--- src/rtl/clock_gate_pkg.sv ---
// Constants shared by the output gating and reference switchover logic.
// Assumes a single 125 MHz control clock and byte-wide configuration registers.
package clock_gate_pkg;

    ////////////////////////////////////////////////////////////////////////////
    // Sizes
    localparam int NUM_BANKS = 6;
    localparam int NUM_PLLS = 3;
    localparam int NUM_GIN = 6;

    ////////////////////////////////////////////////////////////////////////////
    // Register offsets
    localparam logic [7:0] ADDR_GIN_ENABLE = 8'h05;
    localparam logic [7:0] ADDR_GATE_CTRL = 8'h1c;
    localparam logic [7:0] ADDR_BANK_SUSPEND = 8'h1d;
    localparam logic [7:0] ADDR_LOOP_SUSPEND = 8'h1e;
    localparam logic [7:0] ADDR_SWITCH_CTRL = 8'h34;
    localparam logic [7:0] ADDR_DISABLE_LO = 8'h60;
    localparam logic [7:0] ADDR_DISABLE_HI = 8'h61;
    localparam logic [7:0] ADDR_STATUS = 8'h62;

    ////////////////////////////////////////////////////////////////////////////
    // Field positions
    localparam int POS_PIN_POLARITY = 7;
    localparam int POS_PIN_FUNCTION = 6;
    localparam int POS_PRIMARY_SEL = 2;
    localparam int POS_SLEEP_GIN = 3;
    localparam int POS_SELECT_GIN = 5;
    localparam logic [1:0] SWITCH_AUTO = 2'h3;
    localparam logic [1:0] DISABLE_UNAFFECTED = 2'h2;

    ////////////////////////////////////////////////////////////////////////////
    // Reset values
    localparam logic [7:0] RESET_REG = 8'h00;

    ////////////////////////////////////////////////////////////////////////////
    // Timing
    localparam int CLOCK_MHZ = 125;
    localparam int ALIVE_TIMEOUT_NS = 2000;
    localparam int ALIVE_TIMEOUT_CYCLES = (ALIVE_TIMEOUT_NS * CLOCK_MHZ) / 1000;
    localparam int STABLE_PRIMARY_EDGES = 4;
    localparam int SECONDARY_LOSS_EDGES = 2;

endpackage

--- src/rtl/input_activity_monitor.sv ---
// Activity monitor for one reference clock input sampled by the control clock.
// Assumes the input toggles well below half the control clock rate.
`timescale 1ns/100ps
`default_nettype none
module input_activity_monitor
    import clock_gate_pkg::*;
#(
    parameter int TIMEOUT_CYCLES = ALIVE_TIMEOUT_CYCLES
) (
    input wire logic clock_i,
    input wire logic resetn_i,
    input wire logic sample_i,
    output logic edge_o,
    output logic alive_o
);

    typedef struct packed {
        logic s1;
        logic s2;
        logic prev;
        logic rise;
        logic alive;
        logic [15:0] idle;
    } mon_state_t;

    mon_state_t st_reg;
    mon_state_t st_next;

    ////////////////////////////////////////////////////////////////////////////
    // Rising edge detect and idle timeout against the control clock
    always_comb begin
        st_next = st_reg;
        st_next.s1 = sample_i;
        st_next.s2 = st_reg.s1;
        st_next.prev = st_reg.s2;
        st_next.rise = st_reg.s2 & ~st_reg.prev;
        if (st_next.rise) begin
            st_next.idle = 16'h0000;
            st_next.alive = 1'b1;
        end else if (st_reg.idle >= 16'(TIMEOUT_CYCLES - 1)) begin
            st_next.alive = 1'b0; // Missing clock timed by counting control clock cycles
        end else begin
            st_next.idle = st_reg.idle + 16'h0001;
        end
    end

    // State register
    always_ff @(posedge clock_i or negedge resetn_i) begin
        if (!resetn_i) begin
            st_reg <= '0;
        end else begin
            st_reg <= st_next;
        end
    end

    assign edge_o = st_reg.rise;
    assign alive_o = st_reg.alive;

endmodule
`default_nettype wire

--- src/rtl/output_gating_and_ref_switchover.sv ---
// Output bank gating, sleep suspend, lock status and reference switchover.
// Assumes register accesses come from the serial programming engine, one per cycle.
`timescale 1ns/100ps
`default_nettype none
module output_gating_and_ref_switchover
    import clock_gate_pkg::*;
#(
    parameter int TIMEOUT_CYCLES = ALIVE_TIMEOUT_CYCLES
) (
    input wire logic clock_i,
    input wire logic resetn_i,
    input wire logic gate_pin_i,
    input wire logic [NUM_GIN-1:0] general_inputs_i,
    input wire logic crystal_reference_input_i,
    input wire logic alternate_clock_input_i,
    input wire logic [NUM_PLLS-1:0] pll_locked_i,
    input wire logic [2*NUM_BANKS-1:0] bank_source_i,
    input wire logic [7:0] reg_addr_i,
    input wire logic [7:0] reg_wdata_i,
    input wire logic reg_wr_i,
    input wire logic reg_rd_i,
    output logic [7:0] reg_rdata_o,
    output logic reg_refused_o,
    output logic [NUM_BANKS-1:0] bank_tristate_o,
    output logic [NUM_BANKS-1:0] bank_power_down_o,
    output logic [NUM_PLLS-1:0] pll_power_down_o,
    output logic [NUM_PLLS-1:0] pll_relock_o,
    output logic shutdown_o,
    output logic osc_stop_o,
    output logic mode_force_manual_o,
    output logic [NUM_GIN-1:0] config_select_o,
    output logic source_is_secondary_o,
    output logic general_output_zero_o,
    output logic general_output_one_o
);

    typedef enum logic {ON_PRIMARY, ON_SECONDARY} sel_state_t;

    typedef struct packed {
        logic [NUM_GIN-1:0] gin_s1, gin_s2;
        logic gate_s1, gate_s2;
        logic [NUM_PLLS-1:0] lock_s1, lock_s2;
        logic [7:0] gin_enable, gate_ctrl, bank_suspend, loop_suspend, switch_ctrl;
        logic [15:0] disable_mode;
        logic boot_done;
        logic [4:0] boot_cfg;
        logic [NUM_BANKS-1:0] tristate, pdown;
        logic [NUM_PLLS-1:0] pll_down, relock;
        logic shutdown, lock_lost, ref_lost, on_secondary;
        sel_state_t sel_state;
        logic [2:0] prim_edges;
        logic [1:0] sec_edges;
        logic [7:0] rdata;
        logic refused;
    } main_state_t;

    main_state_t st_reg;
    main_state_t st_next;

    logic xtal_edge, xtal_alive, alt_edge, alt_alive;

    // Level of a pin after programmable polarity
    function automatic logic pin_asserted(input logic level, input logic active_low);
        pin_asserted = active_low ? ~level : level;
    endfunction

    ////////////////////////////////////////////////////////////////////////////
    // Activity monitors on both reference inputs
    input_activity_monitor #(
        .TIMEOUT_CYCLES(TIMEOUT_CYCLES)
    ) u_mon_xtal (
        .clock_i(clock_i),
        .resetn_i(resetn_i),
        .sample_i(crystal_reference_input_i),
        .edge_o(xtal_edge),
        .alive_o(xtal_alive)
    );

    input_activity_monitor #(
        .TIMEOUT_CYCLES(TIMEOUT_CYCLES)
    ) u_mon_alt (
        .clock_i(clock_i),
        .resetn_i(resetn_i),
        .sample_i(alternate_clock_input_i),
        .edge_o(alt_edge),
        .alive_o(alt_alive)
    );

    ////////////////////////////////////////////////////////////////////////////
    // Next state of the whole block
    always_comb begin
        logic gate_on, sleep_on, sel_pin, prim_sel, auto_mode, prim_edge, sec_edge, prim_alive, prim_lost;
        logic [1:0] src, mode;
        gate_on = 1'b0;
        sleep_on = 1'b0;
        sel_pin = 1'b0;
        prim_sel = 1'b0;
        auto_mode = 1'b0;
        prim_edge = 1'b0;
        sec_edge = 1'b0;
        prim_alive = 1'b0;
        prim_lost = 1'b0;
        src = 2'h0;
        mode = 2'h0;
        st_next = st_reg;
        // Two-stage synchronisers on the pins
        st_next.gin_s1 = general_inputs_i;
        st_next.gin_s2 = st_reg.gin_s1;
        st_next.gate_s1 = gate_pin_i;
        st_next.gate_s2 = st_reg.gate_s1;
        st_next.lock_s1 = pll_locked_i;
        st_next.lock_s2 = st_reg.lock_s1;
        // Power-up capture of configuration inputs, input 5 forced low
        if (!st_reg.boot_done) begin
            st_next.boot_done = 1'b1;
            st_next.boot_cfg = general_inputs_i[4:0];
        end
        // Pin decode
        gate_on = pin_asserted(st_reg.gate_s2, st_reg.gate_ctrl[POS_PIN_POLARITY]);
        st_next.shutdown = gate_on & st_reg.gate_ctrl[POS_PIN_FUNCTION];
        sleep_on = st_reg.gin_s2[POS_SLEEP_GIN] & st_reg.gin_enable[POS_SLEEP_GIN];
        sel_pin = st_reg.gin_s2[POS_SELECT_GIN] & st_reg.gin_enable[POS_SELECT_GIN];
        // PLL suspend; shutdown leaves PLLs running
        for (int p = 0; p < NUM_PLLS; p++) begin
            st_next.pll_down[p] = ~st_next.shutdown & sleep_on & st_reg.loop_suspend[p];
        end
        st_next.relock = st_reg.pll_down & ~st_next.pll_down;
        // Per-bank gating, suspend and shutdown
        for (int b = 0; b < NUM_BANKS; b++) begin
            src = bank_source_i[2*b +: 2];
            mode = st_reg.disable_mode[2*b +: 2];
            st_next.pdown[b] = ~st_next.shutdown & sleep_on & st_reg.bank_suspend[b];
            if (src < 2'(NUM_PLLS)) begin
                if (st_next.pll_down[src]) begin
                    st_next.pdown[b] = 1'b1;
                end
            end
            st_next.tristate[b] = st_next.shutdown | st_next.pdown[b];
            if (~st_reg.gate_ctrl[POS_PIN_FUNCTION] & gate_on & st_reg.gate_ctrl[b]) begin
                if (mode != DISABLE_UNAFFECTED) begin
                    st_next.tristate[b] = 1'b1;
                end
            end
        end
        // Lock status over powered PLLs only
        st_next.lock_lost = |(~st_next.pll_down & ~st_reg.lock_s2);
        // Source roles and loss detection
        prim_sel = st_reg.switch_ctrl[POS_PRIMARY_SEL];
        prim_edge = prim_sel ? alt_edge : xtal_edge;
        sec_edge = prim_sel ? xtal_edge : alt_edge;
        prim_alive = prim_sel ? alt_alive : xtal_alive;
        auto_mode = (st_reg.switch_ctrl[1:0] == SWITCH_AUTO) & ~prim_sel;
        if (prim_edge) begin
            st_next.sec_edges = 2'h0;
        end else if (sec_edge && st_reg.sec_edges != 2'(SECONDARY_LOSS_EDGES)) begin
            st_next.sec_edges = st_reg.sec_edges + 2'h1;
        end
        prim_lost = ~prim_alive | (st_reg.sec_edges == 2'(SECONDARY_LOSS_EDGES));
        // Revertive switchover
        case (st_reg.sel_state)
            ON_PRIMARY: begin
                if (auto_mode && prim_lost) begin
                    st_next.sel_state = ON_SECONDARY;
                    st_next.prim_edges = 3'h0;
                end
            end
            ON_SECONDARY: begin
                if (!auto_mode) begin
                    st_next.sel_state = ON_PRIMARY;
                end else if (prim_lost) begin
                    st_next.prim_edges = 3'h0;
                end else if (prim_edge) begin
                    st_next.prim_edges = st_reg.prim_edges + 3'h1;
                    if (st_reg.prim_edges == 3'(STABLE_PRIMARY_EDGES - 1)) begin
                        st_next.sel_state = ON_PRIMARY;
                    end
                end
            end
            default: begin
                st_next.sel_state = ON_PRIMARY;
            end
        endcase
        if (auto_mode) begin
            st_next.on_secondary = (st_next.sel_state == ON_SECONDARY);
            st_next.ref_lost = st_next.on_secondary | (~xtal_alive & ~alt_alive);
        end else begin
            st_next.on_secondary = sel_pin;
            st_next.ref_lost = ~prim_alive;
        end
        // Register access, refused during shutdown
        st_next.refused = 1'b0;
        if ((reg_wr_i || reg_rd_i) && st_reg.shutdown) begin
            st_next.refused = 1'b1;
        end else if (reg_wr_i) begin
            if (reg_addr_i == ADDR_GIN_ENABLE) begin
                st_next.gin_enable = reg_wdata_i;
            end else if (reg_addr_i == ADDR_GATE_CTRL) begin
                st_next.gate_ctrl = reg_wdata_i;
            end else if (reg_addr_i == ADDR_BANK_SUSPEND) begin
                st_next.bank_suspend = reg_wdata_i;
            end else if (reg_addr_i == ADDR_LOOP_SUSPEND) begin
                st_next.loop_suspend = reg_wdata_i;
            end else if (reg_addr_i == ADDR_SWITCH_CTRL) begin
                st_next.switch_ctrl = reg_wdata_i;
            end else if (reg_addr_i == ADDR_DISABLE_LO) begin
                st_next.disable_mode[7:0] = reg_wdata_i;
            end else if (reg_addr_i == ADDR_DISABLE_HI) begin
                st_next.disable_mode[15:8] = reg_wdata_i;
            end
        end else if (reg_rd_i) begin
            if (reg_addr_i == ADDR_GIN_ENABLE) begin
                st_next.rdata = st_reg.gin_enable;
            end else if (reg_addr_i == ADDR_GATE_CTRL) begin
                st_next.rdata = st_reg.gate_ctrl;
            end else if (reg_addr_i == ADDR_BANK_SUSPEND) begin
                st_next.rdata = st_reg.bank_suspend;
            end else if (reg_addr_i == ADDR_LOOP_SUSPEND) begin
                st_next.rdata = st_reg.loop_suspend;
            end else if (reg_addr_i == ADDR_SWITCH_CTRL) begin
                st_next.rdata = st_reg.switch_ctrl;
            end else if (reg_addr_i == ADDR_DISABLE_LO) begin
                st_next.rdata = st_reg.disable_mode[7:0];
            end else if (reg_addr_i == ADDR_DISABLE_HI) begin
                st_next.rdata = st_reg.disable_mode[15:8];
            end else if (reg_addr_i == ADDR_STATUS) begin
                st_next.rdata = {4'h0, st_reg.on_secondary, st_reg.ref_lost,
                                 st_reg.lock_lost, st_reg.shutdown};
            end else begin
                st_next.rdata = 8'h00;
            end
        end
    end

    ////////////////////////////////////////////////////////////////////////////
    // State register; only power-on reset clears the configuration
    always_ff @(posedge clock_i or negedge resetn_i) begin
        if (!resetn_i) begin
            st_reg <= '0;
        end else begin
            st_reg <= st_next;
        end
    end

    ////////////////////////////////////////////////////////////////////////////
    // Outputs
    assign reg_rdata_o = st_reg.rdata;
    assign reg_refused_o = st_reg.refused;
    assign bank_tristate_o = st_reg.tristate;
    assign bank_power_down_o = st_reg.pdown;
    assign pll_power_down_o = st_reg.pll_down;
    assign pll_relock_o = st_reg.relock;
    assign shutdown_o = st_reg.shutdown;
    assign osc_stop_o = st_reg.shutdown;
    assign mode_force_manual_o = st_reg.shutdown;
    assign config_select_o = {1'b0, st_reg.boot_cfg};
    assign source_is_secondary_o = st_reg.on_secondary;
    assign general_output_zero_o = st_reg.lock_lost;
    assign general_output_one_o = st_reg.ref_lost;
endmodule
`default_nettype wire

--- config.mk ---
export PLATFORM = sky130hd
export DESIGN_NAME = output_gating_and_ref_switchover
export DESIGN_NICKNAME = d
export VERILOG_FILES = /design/src/rtl/clock_gate_pkg.sv /design/src/rtl/input_activity_monitor.sv /design/src/rtl/output_gating_and_ref_switchover.sv
export SDC_FILE = /design/constraint.sdc
export NUM_CORES = 1
export LEC_CHECK = 0
export ABC_AREA = 1
export BUFFER_PORTS_ARGS = -buffer_cell sky130_fd_sc_hd__buf_4
export CAP_MARGIN = 5
export CORE_ASPECT_RATIO = 2
export CORE_MARGIN = 2
export CORE_UTILIZATION = 59
export CTS_CLUSTER_DIAMETER = 200
export DETAILED_ROUTE_END_ITERATION = 12
export GPL_TIMING_DRIVEN = 1
export HOLD_SLACK_MARGIN = 0.05
export PLACE_DENSITY_LB_ADDON = 0.1
export SLEW_MARGIN = 40
export SYNTH_ARGS = -nofsm -noshare
export SYNTH_HDL_FRONTEND = slang
export SYNTH_HIERARCHICAL = 1
export SYNTH_SLANG_ARGS = --single-unit
--- constraint.sdc ---
create_clock -name clock_i -period 1.8 [get_ports clock_i]
set_input_delay 0.36 -clock clock_i [delete_from_list [all_inputs] [get_ports clock_i]]
set_output_delay 0.36 -clock clock_i [all_outputs]
set_load 0.05 [all_outputs]
==> reports/metrics.yaml <==
crit_arrival_ns: 1.97
drt_iter0_drc: 322
cts-resized-gates: 0
worstReg2RegStart: "mode_force_manual_o"
fmax_ghz: 0.596
pwr-share-clk_pct: 41.4
synth_fp_nets: 912
dieArea_sq_um: 13700
clock_tree.root_cell: "clkbuf_16"
intPower_mw: 6.03
viasPerCell: 5.26
cts_buffer_depth: 2
ys_seq_area_share_pct: 50.9
start_kind: "flop"
pwr_density_cell_nw_per_um2: 949
drc: 0
worst_clock_skew_ns: 0.00739
grt_pass1_wl_um: 29000
leakagePower_nw: 4.57
critPathLaunch: "mode_force_manual_o"
overflow: 0
cts_setup_buffers: 0
hold_path_depth: 3
globalRouteTotalUtil_pct: 27.4
total_power_mw: 8.40
place_ws_ns: -0.0127
first_global_vias: 6040
syn-cell-area_sq_um: 7520
hold_path_class: "in2reg"
cp.depth: 6
fin_nets: 998
gp_congestion: 0.959
core_sq_um: 12500
p_seq_share_pct: 46.0
yosysWarningCount: 6
wl_um: 18000
ant_nets: 0
critPathMaxStageDelay_ns: 0.47
path_clk_slew_ns: 0.06
synth-seq-cells: 153
grt_max_degree: 41
critPathBufInv: 0
drtPass1Iterations: 5
fin_crit_ns: 1.68
setup_slack_ns: 0.123
crit_chain: "nor2_1 -> nand2_2 -> nor2_8 -> nand4_4 -> nand2_1 -> o21ai_2"
path_class: "reg2reg"
reg2reg_depth: 6
crit_fanout: 16
holdBufCountCts: 8
numCtsBuffers: 17
avgSynthCellArea_sq_um: 8.75
cap_violations: 0
swShare_pct: 28.3
h-tree-depth: 4
vias: 5832
setup.worst_path.end_class: "flop"
cp.required_ns: 2.10
fin_crit_sh_pct: 93.2
num_antenna_cells: 0
synth_cells: 859
worstHoldStart: "reg_wdata_i[0]"
slew_viol_final: 0
portBuffers: 81
crit_family: "simple AND/OR/NAND/NOR gates"
initial_core_util_pct: 60.2
hold_violations: 0
post-dp-hpwl_um: 13600
yosys.cell_types.count: 41
peakVddDrop_mv: 0.728
setup_viol: 0
crit_path_top_delay_cell: "dfrtp_1"
largest_reg_flops: 69
rsz0062_at_grt: "false"
clock-sinks: 153
drive_gt1_share_pct: 22.4
p_comb_share_pct: 12.6
antenna_found_initial: 0
wl_per_cell_um: 16.3
cts_tree: "built"
boundaryPins: 83
p_sw_mw: 2.37
syn2layout_area_growth_pct: 17.7
die_y_um: 164
clock_insertion_delay_worst_skew_ns: 0.42
row_count: 58
outcome: "finished clean"
die_x_um: 83.8
Yosys cell counts, drive strengths merged:
master    n  share of area (%)
inv     125                6.3
nand2   208                 12
o21ai    86                6.5
nand3b    5               0.50
o21bai    5               0.50
and3      1              0.083
ha        9                1.5
a21oi    11               0.73
conb      2               0.10
nand3    73                5.6
dfrtp   153                 51
nor2     91                6.1
bufinv    2               0.47
mux2      5               0.75
clkinv    2               0.13
clkbuf    3               0.15
buf      46                4.8
a31oi     3               0.25
nand4     8               0.87
xor2      7               0.92
or2       6               0.50
o21a      2               0.20
nor3      6               0.40
layer usage:
layer	track usage, %	vias to the layer above	wire length [um]
met5	0	-	0
met4	16.1	0	994
met3	4.85	54	606
met2	51.7	148	10200
met1	27.6	2801	6260
li1	-	2829	-
placed cells by master, fill, tap and decap left out, types with 7 or more instances in the layout:
master,netlist,layout
nand2_1,190,190
dfrtp_1,153,153
inv_1,118,118
buf_4,36,103
nor2_1,75,75
nand3_1,67,67
o21ai_0,53,53
o21ai_1,18,18
clkbuf_16,0,17
o21ai_2,15,15
nor2_4,12,12
a21oi_1,11,11
nand2_2,10,10
ha_1,9,9
dlygate4sd3_1,0,9
nand4_1,7,7
path summary, 6_finish.rpt:
kind | to | slack, ns
worst min-delay path | st_reg[51] | 0.16
min in group asynchronous | pll_relock_o[2] | 0.41
worst max register to register | st_reg[50] | 0.12
max in group asynchronous | u_mon_alt/st_reg[9] | 0.84
worst min register to register | st_reg[110] | 0.35
worst max-delay path | st_reg[50] | 0.12
layout make-up:
cell class | count | area (sq um)
inverters | 129 | 522
clock buffers | 19 | 443
repair buffers | 116 | 935
well taps | 150 | 188
multi-input cells | 528 | 2800
flip-flops and latches | 153 | 3830
clock inverters | 13 | 134
fillers | 1011 | 3630
worst min-delay path: cells and delay by family:
family,cells,cell delay (ns)
buf+inv,2,0.13
compound gates,1,0.06
through the flow:
| step | cells | util [%] | hold WS (ns) | area, sq um | setup TNS, ns |
|---|---|---|---|---|---|
| 2_1_floorplan | 859 | - | 0.0644 | 7520 | 0 |
| 3_3_place_gp | 1067 | 65.6 | 0.297 | 8180 | -0.00677 |
| 3_5_place_dp | 1067 | 65.6 | 0.305 | 8180 | -0.0127 |
| 4_1_cts | 1107 | 70.8 | 0.0504 | 8840 | 0 |
| 5_1_grt | 1108 | 70.9 | 0.161 | 8850 | 0 |
| 6_report | 1108 | 70.9 | 0.159 | 8850 | 0 |
logic make-up (layout without fill, tap and decap cells):
| group | Yosys count | in the layout | synth area share (%) |
|---|---|---|---|
| AOI/OAI and AO/OA | 107 | 107 | 8.15 |
| xor gates and xnor gates | 7 | 7 | 0.915 |
| adders and majority gates | 9 | 9 | 1.50 |
| buffers and inverters | 178 | 277 | 11.8 |
| DFF | 153 | 153 | 50.9 |
| muxes | 5 | 5 | 0.749 |
| other | 2 | 2 | 0.0999 |
| and+or+nand+nor | 398 | 398 | 25.8 |
power by group through the flow:
stage                     combinational (mW)  clock [mW]  sequential [mW]
after floorplan                        0.768           0             3.85
after global placement                  1.00           0             3.90
after detailed placement                1.05           0             3.92
after CTS                               1.07        3.53             3.86
after global routing                    1.17        3.66             3.88
final                                   1.06        3.48             3.86
Note: power is estimated with default switching activity, not from simulation.
